[src/common/freq_ctrl_pkg.sv]
// Constants and carrier types for the overclocking frequency control registers.
// Assumes a byte-wide register port driven by a management bus front end elsewhere.
package freq_ctrl_pkg;

  // ==========================================================================
  // Register offsets and reset values
  localparam logic [7:0] OFS_CPU_N_HIGH_AND_M_VALUE = 8'h0f;
  localparam logic [7:0] OFS_SERIAL_REF_N_LOW       = 8'h10;
  localparam logic [7:0] OFS_WD_RESTORE_N_LOW       = 8'h11;
  localparam logic [7:0] OFS_FREQ_MODE_ENABLES      = 8'h12;
  localparam logic [7:0] REG_RESET_VALUE            = 8'h00;
  localparam logic [7:0] UNMAPPED_READ_VALUE        = 8'h00;

  // ==========================================================================
  // Field positions
  localparam int CPU_N_HIGH_BIT   = 7;
  localparam int EN_SREF_N8_BIT   = 7;
  localparam int EN_OVERRIDE_BIT  = 6;
  localparam int EN_DYN_FREQ_BIT  = 5;
  localparam int EN_EXT_RESET_BIT = 4;
  localparam int EN_PROG_SREF_BIT = 3;
  localparam int EN_PROG_CPU_BIT  = 2;
  localparam int EN_AUTO_RECV_BIT = 1;
  localparam int EN_RECV_N8_BIT   = 0;

  // ==========================================================================
  // Codes
  localparam logic [1:0] DYN_SEL_ORIGINAL = 2'h0;
  localparam logic [1:0] DYN_SEL_ONE      = 2'h1;
  localparam logic [1:0] DYN_SEL_TWO      = 2'h2;
  localparam logic [1:0] DYN_SEL_THREE    = 2'h3;
  localparam logic [1:0] STRAP_DOT_CODE   = 2'h1;
  localparam logic [1:0] STRAP_SATA_CODE  = 2'h3;

  typedef enum logic [1:0] {
    PIN_A_LINK,
    PIN_A_DOT,
    PIN_A_SATA
  } shared_pin_a_t;

  typedef enum logic {
    PIN_B_SATA,
    PIN_B_PCIE
  } shared_pin_b_t;

  // CPU PLL setting handed to the analog PLL control
  typedef struct packed {
    logic       prog_active;
    logic [8:0] cpu_pll_n_value;
    logic [6:0] cpu_pll_m_value;
    logic [3:0] ratio_select;
    logic       dyn_active;
  } cpu_pll_cfg_t;

  typedef struct packed {
    logic       prog_active;
    logic [8:0] serial_ref_pll_n_value;
  } sref_pll_cfg_t;

  typedef struct packed {
    logic       auto_recovery;
    logic [8:0] restore_n;
  } wd_recovery_t;

  typedef struct packed {
    shared_pin_a_t pin_a;
    shared_pin_b_t pin_b;
  } shared_route_t;

endpackage : freq_ctrl_pkg

[src/rtl/freq_ctrl_regs.sv]
// Control registers for CPU and serial-reference PLL programming, recovery N,
// mode enables, and the platform strap routing of two shared output pins.
// Assumes reg_wr/reg_rd are single-cycle strobes from a management bus slave
// synchronous to ref_clk, and all pin inputs are synchronous to ref_clk.
`timescale 1ns/1ps

module freq_ctrl_regs
  import freq_ctrl_pkg::*;
(
  input  wire logic          ref_clk,
  input  wire logic          rst,
  input  wire logic          reg_wr,
  input  wire logic          reg_rd,
  input  wire logic [7:0]    reg_addr,
  input  wire logic [7:0]    reg_wdata,
  output logic      [7:0]    reg_rdata,
  input  wire logic [3:0]    soft_freq_select,
  input  wire logic [3:0]    freq_select_pins,
  input  wire logic [4:0]    latched_strap_freq_select,
  input  wire logic [1:0]    dyn_select_pins,
  input  wire logic [8:0]    dyn_n_value_one,
  input  wire logic [8:0]    dyn_n_value_two,
  input  wire logic [8:0]    dyn_n_value_three,
  input  wire logic [1:0]    platform_strap,
  input  wire logic          ext_reset_in_n,
  output cpu_pll_cfg_t       cpu_cfg,
  output sref_pll_cfg_t      sref_cfg,
  output wd_recovery_t       recovery,
  output logic [3:0]         operating_freq_select,
  output logic               ext_reset_req,
  output shared_route_t      shared_route
);

  // ==========================================================================
  // State
  typedef struct packed {
    logic [7:0]    cpu_n_high_and_m_value;
    logic [7:0]    serial_ref_n_low;
    logic [7:0]    wd_restore_n_low;
    logic [7:0]    freq_mode_enables;
    logic [7:0]    rdata;
    cpu_pll_cfg_t  cpu;
    sref_pll_cfg_t sref;
    wd_recovery_t  recv;
    logic [3:0]    op_soft_freq_select;
    logic          ext_rst;
    shared_route_t route;
  } state_t;

  state_t state_q;
  state_t state_d;

  localparam state_t STATE_RESET = '{
    cpu_n_high_and_m_value: REG_RESET_VALUE,
    serial_ref_n_low:       REG_RESET_VALUE,
    wd_restore_n_low:       REG_RESET_VALUE,
    freq_mode_enables:      REG_RESET_VALUE,
    route:                  '{pin_a: PIN_A_LINK, pin_b: PIN_B_SATA},
    default:                '0
  };

  // ==========================================================================
  // Helpers
  function automatic logic [8:0] join_n(input logic hi, input logic [7:0] lo);
    join_n = {hi, lo};
  endfunction : join_n

  function automatic logic [7:0] read_mux(input state_t s, input logic [7:0] a);
    unique case (a)
      OFS_CPU_N_HIGH_AND_M_VALUE: read_mux = s.cpu_n_high_and_m_value;
      OFS_SERIAL_REF_N_LOW:       read_mux = s.serial_ref_n_low;
      OFS_WD_RESTORE_N_LOW:       read_mux = s.wd_restore_n_low;
      OFS_FREQ_MODE_ENABLES:      read_mux = s.freq_mode_enables;
      default:                    read_mux = UNMAPPED_READ_VALUE;
    endcase
  endfunction : read_mux

  // ==========================================================================
  // Next state
  always_comb begin
    logic [7:0] en;
    logic [8:0] base_n;
    state_d = state_q;
    en      = '0;
    base_n  = '0;

    // Plain storage; the host owns load ordering of N and M
    if (reg_wr) begin
      unique case (reg_addr)
        OFS_CPU_N_HIGH_AND_M_VALUE: state_d.cpu_n_high_and_m_value = reg_wdata;
        OFS_SERIAL_REF_N_LOW:       state_d.serial_ref_n_low       = reg_wdata;
        OFS_WD_RESTORE_N_LOW:       state_d.wd_restore_n_low       = reg_wdata;
        OFS_FREQ_MODE_ENABLES:      state_d.freq_mode_enables      = reg_wdata;
        default: ;
      endcase
    end
    // Read data reflects the registers as they stood before a same-cycle write
    if (reg_rd) begin
      state_d.rdata = read_mux(state_q, reg_addr);
    end

    // Outputs follow the registered values, so they lag a write by one cycle
    en = state_q.freq_mode_enables;

    // CPU N: upper bit from register 0x0f, low byte from the preceding register
    // is outside this block, so the low byte is tied to 8'h00 here.
    base_n = join_n(state_q.cpu_n_high_and_m_value[CPU_N_HIGH_BIT], 8'h00);
    state_d.cpu.prog_active     = en[EN_PROG_CPU_BIT];
    state_d.cpu.cpu_pll_m_value = en[EN_PROG_CPU_BIT] ?
                                  state_q.cpu_n_high_and_m_value[6:0] : 7'h00;
    state_d.cpu.dyn_active      = en[EN_DYN_FREQ_BIT];
    if (en[EN_DYN_FREQ_BIT]) begin
      unique case (dyn_select_pins)
        DYN_SEL_ORIGINAL: state_d.cpu.cpu_pll_n_value = en[EN_PROG_CPU_BIT] ? base_n : 9'h000;
        DYN_SEL_ONE:      state_d.cpu.cpu_pll_n_value = dyn_n_value_one;
        DYN_SEL_TWO:      state_d.cpu.cpu_pll_n_value = dyn_n_value_two;
        DYN_SEL_THREE:    state_d.cpu.cpu_pll_n_value = dyn_n_value_three;
      endcase
    end else begin
      state_d.cpu.cpu_pll_n_value = en[EN_PROG_CPU_BIT] ? base_n : 9'h000;
    end
    // Ratio: latched strap code (low four bits) unless overridden by software
    state_d.cpu.ratio_select = en[EN_OVERRIDE_BIT] ? soft_freq_select
                                                   : latched_strap_freq_select[3:0];
    state_d.op_soft_freq_select = en[EN_OVERRIDE_BIT] ? soft_freq_select : freq_select_pins;

    state_d.sref.prog_active            = en[EN_PROG_SREF_BIT];
    state_d.sref.serial_ref_pll_n_value = en[EN_PROG_SREF_BIT] ?
        join_n(en[EN_SREF_N8_BIT], state_q.serial_ref_n_low) : 9'h000;

    state_d.recv.restore_n     = join_n(en[EN_RECV_N8_BIT], state_q.wd_restore_n_low);
    state_d.recv.auto_recovery = en[EN_AUTO_RECV_BIT];

    state_d.ext_rst = en[EN_EXT_RESET_BIT] & ~ext_reset_in_n;

    unique case (platform_strap)
      STRAP_DOT_CODE:  state_d.route.pin_a = PIN_A_DOT;
      STRAP_SATA_CODE: state_d.route.pin_a = PIN_A_SATA;
      default:         state_d.route.pin_a = PIN_A_LINK;
    endcase
    state_d.route.pin_b = platform_strap[1] ? PIN_B_PCIE : PIN_B_SATA;
  end

  // ==========================================================================
  // Registers
  always_ff @(posedge ref_clk or posedge rst) begin
    if (rst) begin
      state_q <= STATE_RESET;
    end else begin
      state_q <= state_d;
    end
  end

  assign reg_rdata             = state_q.rdata;
  assign cpu_cfg               = state_q.cpu;
  assign sref_cfg              = state_q.sref;
  assign recovery              = state_q.recv;
  assign operating_freq_select = state_q.op_soft_freq_select;
  assign ext_reset_req         = state_q.ext_rst;
  assign shared_route          = state_q.route;

endmodule : freq_ctrl_regs

[config.mk]
export PLATFORM = sky130hd
export DESIGN_NAME = freq_ctrl_regs
export DESIGN_NICKNAME = d
export VERILOG_FILES = /design/src/common/freq_ctrl_pkg.sv /design/src/rtl/freq_ctrl_regs.sv
export SDC_FILE = /design/constraint.sdc
export NUM_CORES = 1
export LEC_CHECK = 0
export ABC_AREA = 0
export BUFFER_PORTS_ARGS = -buffer_cell sky130_fd_sc_hd__buf_2
export CAP_MARGIN = 40
export CORE_UTILIZATION = 55
export CTS_CLUSTER_DIAMETER = 50
export DETAILED_ROUTE_END_ITERATION = 16
export GPL_TIMING_DRIVEN = 0
export PLACE_DENSITY_LB_ADDON = 0.12
export SLEW_MARGIN = 20
export SYNTH_ARGS = -nofsm -noshare
export SYNTH_HDL_FRONTEND = slang
export SYNTH_SLANG_ARGS = --single-unit
[constraint.sdc]
create_clock -name ref_clk -period 6.6 [get_ports ref_clk]
set_clock_uncertainty 0.2 [all_clocks]
set_input_delay 0.99 -clock ref_clk [delete_from_list [all_inputs] [get_ports ref_clk]]
set_output_delay 0.99 -clock ref_clk [all_outputs]
set_load 0.1 [all_outputs]
### After elaboration in Yosys (flattened, before gate mapping)

Cells that the tools add are included.

| word-level totals | value |
|---|---|
| register bits after elaboration | 90 |
| bits in latches | 0 |
| RAM bits | 0 |
| bits in read-only memories | 0 |
| output and inout port bits | 58 |
| memories | 0 |

| cells by class | value |
|---|---|
| add/subtract/negate cells | 0 |
| $mul | 0 |
| divide/modulo/power cells | 0 |
| magnitude comparators | 0 |
| equal/unequal tests | 9 |
| shifts and indexed selects | 0 |
| muxes and demuxes | 10 |
| bitwise logic cells | 2 |
| reduce and logical (&&, ||, !) cells | 5 |

Operators with widths:

| operator | count |
|---|---|
| case mux 9 bit (4 select lines) | 1 |
| case mux 8 bit (4 select lines) | 1 |
| 2-to-1 mux 9 bit | 3 |
| == test 8 x 5 -> 1 bit, second input constant | 3 |
| == test 8 x 4 -> 1 bit, second input constant | 1 |
| 2-to-1 mux 4 bit | 2 |
| AND reduction 2 bit | 4 |
| 2-to-1 mux 7 bit | 1 |
| == test 2 bit, second input constant | 3 |
| == test 2 x 1 -> 1 bit, second input constant | 2 |
| case mux 2 bit (2 select lines) | 1 |
| zero test 2 bit | 1 |
| bitwise AND 1 bit | 1 |
| 2-to-1 mux 1 bit | 1 |
| inverter 1 bit | 1 |

### Longest topological paths before layout

Gate-level depths: netlist of the first run.

| logic depth | value |
|---|---|
| depth in word-level cells | 3 |
| gate-level depth with buffers | 4 |

### Least setup slack after synthesis of the first run

OpenSTA, ideal clock, no wires.

| timing path | value |
|---|---|
| kind | input -> register |
| start | in reg_addr[2] |
| end | reg state_q, in the netlist state_d[10] |
| setup time | 0.125 ns |
| data arrival time | 1.929 ns |
| path slack | 4.346 ns |
| cell stages on the path | 3 |
| cells stage by stage | nor4b_4 -> nand4_2 -> mux2_2 |

| on the way | value |
|---|---|
| cells in the longest elaborated chain, start to end | 2 |

RTL lines:

| element | line | source |
|---|---|---|
| start, declared | freq_ctrl_regs.sv:14 | `input wire logic [7:0] reg_addr,` |
| == test 8 x 5 -> 1 bit | freq_ctrl_regs.sv:89 | `unique case (reg_addr)` |
| AND reduction 2 bit (no source line) | - |  |
| end signal, assigned | freq_ctrl_regs.sv:150 | `state_q <= state_d;` |
| end, declared | freq_ctrl_regs.sv:50 | `state_t state_q;` |

No other way between the ends.
A chain may end at the register's enable or synchronous reset.

### Final worst setup path of the first run

| timing path | value |
|---|---|
| start | reg state_q, in the netlist reg_rdata[7] |
| end | out reg_rdata[7] |

RTL lines:

| element | line | source |
|---|---|---|
| end, declared | freq_ctrl_regs.sv:16 | `output logic [7:0] reg_rdata,` |

No word-level cell between the ends.

==> impl_metrics.toml, run 1 <==
[grt]
grt_start_max_net_pins = 50
grt_pass1_wl_mm = 12.7
grt_use_total_pct = 22.4
grt_pass1_vias = 2631
overflow = 0
antenna_found_initial = 0

[logic_synthesis]
synth_edf_count = 0
syn_area_um2 = 4000
synth_ff_type = "dfrtp_1"
synth.most_common_cell = "dfrtp_1"
synth_fp_nets = 381
netlist.area_leader.share_pct = 56.3
ys_seq_elements = 90
synth.distinct_cells = 23
yosys-top-cells-area = "dfrtp_1, mux2_2, buf_4"
yosys_warnings = 0
synth_seq_area_share_pct = 56.3
syn_inst = 316
async_flop_share_pct = 100
ys_top_cells_by_count = "dfrtp_1, buf_4, mux2_2"
syn_avg_cell_area_um2 = 12.7
synth_top_area_cell = "dfrtp_1"

[floorplanning]
num_rows = 30
pin_count = 123
dieArea_um2 = 7610
die_y_um = 87.3
die_w_um = 87.3
initial_core_util_pct = 57.9
core_area_um2 = 6910

[clock_network]
clk_path_buf_depth = 2
post_cts_resize_count = 0
cts-root-buf = "clkbuf_8"
h-tree-depth = 3
cts_sinks = 90
cts_tree = "yes"
clk_latency_ps = 340
post_cts_buffers = 0
cts_inserted_buffers = 9
clkTransAtPathRegs_ps = 90
ctsHoldBuffers = 0

[sta]
worst_slew_pin_slew_ps = 530
fin_ws_ps = 4160
maxSlewViolCount = 0
fin_hold_ws_ps = 206
finalHoldViolCount = 0
slew_headroom_pct = 64.6
setup_tns_ps = 0
rsz0062_at_grt = "false"
fin_crit_ps = 2440
finalCritPeriodShare_pct = 37.0
timing.fmax_ghz = 0.410
setup_viol = 0

[routing]
wl_per_cell_um = 14.7
wl_mm = 8.12
drt_first_pass_iters = 4
avgViaCountPerCell = 4.96
drtIter0Drc = 112
via_count = 2735
ant_nets = 0
drcViolationCount = 0

[power]
p_leak_nw = 2.82
p_per_area_nw_per_um2 = 241
vdd_drop_max_mv = 0.180

[setup_path]
critPathTopFamily = "buffers and inverters"
reg2reg_slack_ps = 5290
r2r-end = "state_d[27]"
crit_fanout = 2
worst-path-buf-inv = 2
r2r_cells = 2
worstSetupStartpoint = "reg_rdata[7]"
critPathCapture = "reg_rdata[7]"
cpPeakStageDelay_ps = 410
crit_chain = "buf_4 > buf_2"
worstPathArrival_ps = 1250
worst_path_max_delay_cell = "buf_2"
critPathLaunchType = "flop"
critPathKind = "reg2out"
cp.required_ps = 5410
r2r_start = "state_d[27]"
setup.worst_path.end_class = "primary output"
crit_cells = 2

[status]
status = "finished clean"

[place]
place.gp.congestion = 0.800
post-place-ws_ps = 3900
port_buffers = 121
place_hpwl_mm = 5.69
post_dp_cell_area_um2 = 4750

[finish]
fin_nets = 515
drive_gt1_share_pct = 54.3
n_antenna_cell = 0
finalInstanceArea_um2 = 5000
area_growth_pct = 25.1

[worst_hold_path]
min_path_cells = 0
hp-class = "reg2reg"

[job]
maxCapViolCount = 0
cells by family (layout without fill, tap and decap cells):
logic type | after synthesis | count (layout) | synth area share, %
compound gates | 43 | 43 | 7.54
simple gates | 56 | 56 | 9.73
mux | 49 | 49 | 13.5
buf+inv | 78 | 217 | 12.9
flops | 90 | 90 | 56.3
per-layer routing:
metal | share of wire [%] | GRT usage (%) | wire (um)
met1 | 44 | 28.6 | 3530
met5 | 0 | 0 | 0
met3 | 5.9 | 4.17 | 480
met2 | 50 | 38.6 | 4020
met4 | 1.0 | 7.60 | 85
layout make-up:
class | instances | area [um^2]
buffer | 68 | 477
clock buffer | 10 | 128
clock inverter | 6 | 113
fill | 526 | 1910
inverter | 10 | 40.0
multi-input combinational | 148 | 1230
sequential | 90 | 2250
tap | 96 | 120
timing repair buffer | 123 | 641
registers in the layout, indices dropped and copies added, names as in the netlist:
register / count
operating_freq_select: 4
state_d: 13
recovery: 10
state_q: 19
ext_reset_req: 1
reg_rdata: 8
shared_route: 3
sref_cfg: 10
cpu_cfg: 22
report_power, final:
part	internal, mW	switching, mW
clock network	0.254	0.191
logic	0.0570	0.123
registers	0.570	0.0102
stage by stage:
stage	instances	power (mW)	util, %
detailed placement	534	0.772	68.8
global placement	533	0.766	68.4
finish	551	1.20	72.4
global route	551	1.24	72.4
CTS	550	1.21	72.3
floorplan	316	0.723	-
worst min-delay path by stage:
stage,startpoint,to
global placement,state_d[11],recovery[3]
detailed placement,state_d[12],recovery[4]
CTS,state_d[27],sref_cfg[9]
finish,state_d[27],sref_cfg[9]
floorplan,state_d[8],recovery[0]
global route,state_d[27],sref_cfg[9]
layout by cell type (no fill, tap or decap):
cell type  count
a2bb2oi_1      8
clkbuf_8       9
nand3_1        1
dfrtp_1       90
a22o_1         1
mux2_2        40
nor3_1         1
and4b_1        1
bufinv_16      3
inv_4          1
nor2_1         2
inv_6          2
a22oi_1        9
buf_4         58
clkbuf_1       8
buf_2        124
clkbuf_4       1
nor2b_1       21
mux2i_1        9
a41oi_1        8
buf_16         1
and2_1        18
nor4b_4        1
nor4b_2        1
inv_1          9
and3b_2        1
clkinv_2       1
nand2_1        5
o21ai_0       17
nand4_2        4
(Power assumes the default switching activity.)
==> run 2, diff against run 1 <==
- CORE_UTILIZATION: 55 -> 51
- clock period: 6.6 -> 2.3 ns (I/O delays scaled with it)
==> run 2 against run 1 <==
Sequential share of layout area shrank 0.25 points. Utilization down 4.5 points. First-iteration DRC count is 21% higher. Combinational power rose to 2.9 times the previous value. Global-route usage shrank 1.7 points. Critical path type unchanged. Highest routed layer unchanged.
==> impl_metrics.toml, run 2 (same netlist as run 1, synthesis figures left out) <==
[finish]
fin_nets = 520
drive_gt1_share_pct = 54.2
largest_reg_flops = 22
fillers = 607
final_common_cell = "buf_2"
area_growth_pct = 25.8
n_antenna_cell = 0
mostFrequentLayoutCells = "buf_2, dfrtp_1, buf_4"
finalInstanceArea_um2 = 5030

[clock_network]
cts_inserted_buffers = 9
cts_tree = "yes"
cts_sinks = 90
cts-root-buf = "clkbuf_8"
post_cts_resize_count = 0
clk_latency_ps = 340
h-tree-depth = 3
clkTransAtPathRegs_ps = 80
clk_path_buf_depth = 2

[power]
p_per_area_nw_per_um2 = 644
p_total_mw = 3.24
p_leak_nw = 2.82
vdd_drop_max_mv = 0.432

[sta]
timing.fmax_ghz = 0.560
rsz0062_at_grt = "false"
slew_headroom_pct = 66.4
fin_ws_ps = 516
worst_slew_pin_slew_ps = 503
finalHoldViolCount = 0
fin_hold_ws_ps = 17.5
finalCritPeriodShare_pct = 77.6
maxSlewViolCount = 0
setup_viol = 0
fin_crit_ps = 1780
setup_tns_ps = 0

[status]
status = "finished clean"

[routing]
avgViaCountPerCell = 4.82
drt_first_pass_iters = 4
wl_mm = 7.88
wl_per_cell_um = 14.1
drtIter0Drc = 136
drcViolationCount = 0
via_count = 2690
ant_nets = 0

[floorplanning]
core_area_um2 = 7410
initial_core_util_pct = 54.0
pin_count = 123
die_y_um = 90.5
num_rows = 31
dieArea_um2 = 8200
die_w_um = 90.5

[setup_path]
cp.required_ps = 1750
r2r-end = "state_d[27]"
setup.worst_path.end_class = "primary output"
critPathCapture = "reg_rdata[2]"
critPathLaunchType = "flop"
r2r_start = "state_d[27]"
critPathKind = "reg2out"
worstSetupStartpoint = "reg_rdata[2]"
r2r_cells = 2
worstPathArrival_ps = 1240
crit_fanout = 2
reg2reg_slack_ps = 1010

[place]
port_buffers = 121
post-place-ws_ps = 237
place.gp.congestion = 0.731
place_hpwl_mm = 5.65
post_dp_cell_area_um2 = 4800

[grt]
grt_use_total_pct = 20.7
grt_pass1_wl_mm = 13.1
grt_start_max_net_pins = 33
overflow = 0
antenna_found_initial = 0
grt_pass1_vias = 2705

[worst_hold_path]
hp-class = "in2reg"

[job]
maxCapViolCount = 0
run 2: changes by cell type in the layout (fill, tap and decap cells not counted), sizes merged:
cell	change
buf	+2
bufinv	-2
clkinv	+1
clkinvlp	+3
dlygate4sd3	+3
inv	-3
run 2: report_power, final:
| group | internal [mW] | total [mW] | switching [mW] |
|---|---|---|---|
| Combinational | 0.174 | 0.525 | 0.351 |
| Clock | 0.522 | 1.05 | 0.527 |
| Sequential | 1.64 | 1.66 | 0.0283 |
| Total | 2.33 | 3.24 | 0.907 |
run 2: timing repair:
action	in CTS	in global routing
hold endpoints to repair	14	0
setup buffers	0	0
hold buffers	3	0
run 2: how the worst min path moves through the flow:
stage                       from              end  slack [ps]  cells past startpoint
6_report       platform_strap[0]  shared_route[2]          20                      2
5_1_grt        platform_strap[0]  shared_route[2]          10                      2
4_1_cts        platform_strap[0]  shared_route[2]           8                      2
3_5_place_dp                 rst       cpu_cfg[4]         110                      2
3_3_place_gp          state_d[9]      recovery[1]         180                      0
2_1_floorplan         state_d[8]      recovery[0]         170                      0
run 2: worst max-delay path, cell delays in order (launching register included):
cell and delay (ps):
dfrtp_1 380, buf_4 110, buf_2 410
run 2: layer usage:
metal | vias up | GRT usage (%) | part of all wire, %
met5 | - | 0 | 0
met4 | 0 | 7.53 | 1.6
met1 | 1283 | 26.5 | 44
met2 | 91 | 34.7 | 49
li1 | 1304 | - | -
met3 | 12 | 4.21 | 5.8
run 2: through the flow:
stage,instances,utilization (%)
global route,558,67.9
detailed placement,539,64.8
finish,558,67.9
global placement,536,63.9
floorplan,316,-
CTS,557,67.8
run 2: area by class of cell:
cell class              count  area, um^2  area share (%)
clock buffers              10         138            2.74
well taps                  99         124            2.46
plain buffers              68         477            9.48
repair buffers            128         711            14.1
clock inverters             5        55.1            1.09
flip-flops and latches     90        2250            44.8
multi-input cells         148        1230            24.5
inverters                  10        41.3           0.821
==> run 3, diff against run 2 <==
- clock period: 2.3 -> 1.9 ns (I/O delays scaled with it)
==> run 3 against run 2 <==
First-iteration DRC count shrank 2.9%. Largest cell class unchanged. Total power grew 22%. Cell area increased by 2.6%. Utilization grew 1.8 points. Sequential share of layout area decreased by 1.1 points. Largest power group unchanged. Register-to-register slack lost 820 ps. Routed wire length increased by 3.7%. Combinational power is 26% higher. Critical endpoint is now reg_rdata[3]. Count of clock-buffer cells in the layout unchanged. Flip-flop and latch count did not move.
==> impl_metrics.toml, run 3 (same netlist as run 1, synthesis figures left out) <==
[finish]
area_growth_pct = 29.1
final_common_cell = "buf_2"
largest_reg_flops = 22
multi_input_area_um2 = 1230
n_antenna_cell = 0
seq_area_um2 = 2250
fin_nets = 533
drive_gt1_share_pct = 53.0
mostFrequentLayoutCells = "buf_2, dfrtp_1, buf_4"
fillers = 580

[clock_network]
cts-root-buf = "clkbuf_8"
cts_inserted_buffers = 9
clk_path_buf_depth = 2
cts_sinks = 90
post_cts_buffers = 0
clk_latency_ps = 340
clkTransAtPathRegs_ps = 90
h-tree-depth = 3
cts_tree = "yes"

[floorplanning]
pin_count = 123
die_w_um = 90.5
initial_core_util_pct = 54.0
die_y_um = 90.5
core_area_um2 = 7410
num_rows = 31
dieArea_um2 = 8200

[setup_path]
worstSetupStartpoint = "reg_rdata[3]"
crit_cells = 2
crit_chain = "buf_4 > buf_2"
worst-path-buf-inv = 2
r2r_start = "state_q[64]"
r2r_cells = 4
critPathLaunchType = "flop"
critPathTopFamily = "buffers and inverters"
cp.required_ps = 1410
cpPeakStageDelay_ps = 410
setup.worst_path.end_class = "primary output"
reg2reg_slack_ps = 190
worst_path_max_delay_cell = "buf_2"
worstPathArrival_ps = 1240
crit_fanout = 2
critPathKind = "reg2out"

[sta]
fin_ws_ps = 174
worst_slew_pin_slew_ps = 508
finalHoldViolCount = 0
timing.fmax_ghz = 0.579
rsz0062_at_grt = "false"
setup_viol = 0
maxSlewViolCount = 0
finalCritPeriodShare_pct = 90.9
slew_headroom_pct = 66.1
fin_hold_ws_ps = 15.0
fin_crit_ps = 1730

[routing]
wl_per_cell_um = 14.3
avgViaCountPerCell = 4.82
drtIter0Drc = 132
drcViolationCount = 0
wl_mm = 8.17
ant_nets = 0
via_count = 2751
drt_first_pass_iters = 4

[grt]
grt_start_max_net_pins = 33
grt_pass1_wl_mm = 13.5
overflow = 0
grt_use_total_pct = 21.4
grt_pass1_vias = 2758
antenna_found_initial = 0

[job]
maxCapViolCount = 0

[worst_hold_path]
min_path_cells = 3
hp-start = "dyn_n_value_two[7]"
hp-class = "in2reg"

[power]
p_per_area_nw_per_um2 = 766
vdd_drop_max_mv = 0.522
p_leak_nw = 2.88

[status]
status = "finished clean"

[place]
port_buffers = 121
place_hpwl_mm = 5.65
post-place-ws_ps = -103
place.gp.congestion = 0.731
## run 3: tightest hold or removal path, cell delays in order
cell and delay, ps:
buf_2 80, a22oi_1 50, nor2b_1 100
## run 3: per-layer routing
metal  vias up  global-route usage, %  share of wire [%]
met5         -                      0                  0
met4         0                   7.53                1.5
met3        12                   3.96                5.6
met2        92                   35.9                 49
met1      1315                   27.6                 44
li1       1332                      -                  -
## run 3: timing repair
action                                 CTS  global route
hold buffers                            16             0
endpoints found under the hold margin   52             0
setup endpoints to repair                0             1
gates resized for setup                  0             2
## run 3: per-stage QoR
step	setup TNS, ps	std cells	total power, mW	utilization [%]	cell area (um^2)
after CTS	0	570	3.98	69.5	5150
final	0	571	3.95	69.7	5160
after global routing	0	571	4.12	69.7	5160
after detailed placement	-1790	539	2.69	64.8	4800
after global placement	-19980	536	2.66	63.9	4730
after floorplan	0	316	2.51	-	4000
## run 3: power by group
| part | internal, mW | leakage (nW) | switching, mW | total [mW] |
|---|---|---|---|---|
| combinational | 0.229 | 1.56 | 0.431 | 0.661 |
| clock | 0.632 | 0.0941 | 0.643 | 1.28 |
| sequential | 1.98 | 1.23 | 0.0353 | 2.01 |
| total | 2.84 | 2.88 | 1.11 | 3.95 |
## run 3: final timing paths
check / to
max in group asynchronous: state_d[9]
min: cpu_cfg[19]
min reg2reg: sref_cfg[9]
min in group asynchronous: cpu_cfg[3]
max reg2reg: cpu_cfg[2]
max: reg_rdata[3]
## run 3: area by class of cell
type                       count  area share [%]
sequential                    90            43.6
multi-input combinational    148            23.9
timing repair buffer         141            16.3
buffer                        68            9.26
clock buffer                  10            2.67
tap                           99            2.40
clock inverter                 5            1.07
inverter                      10           0.800
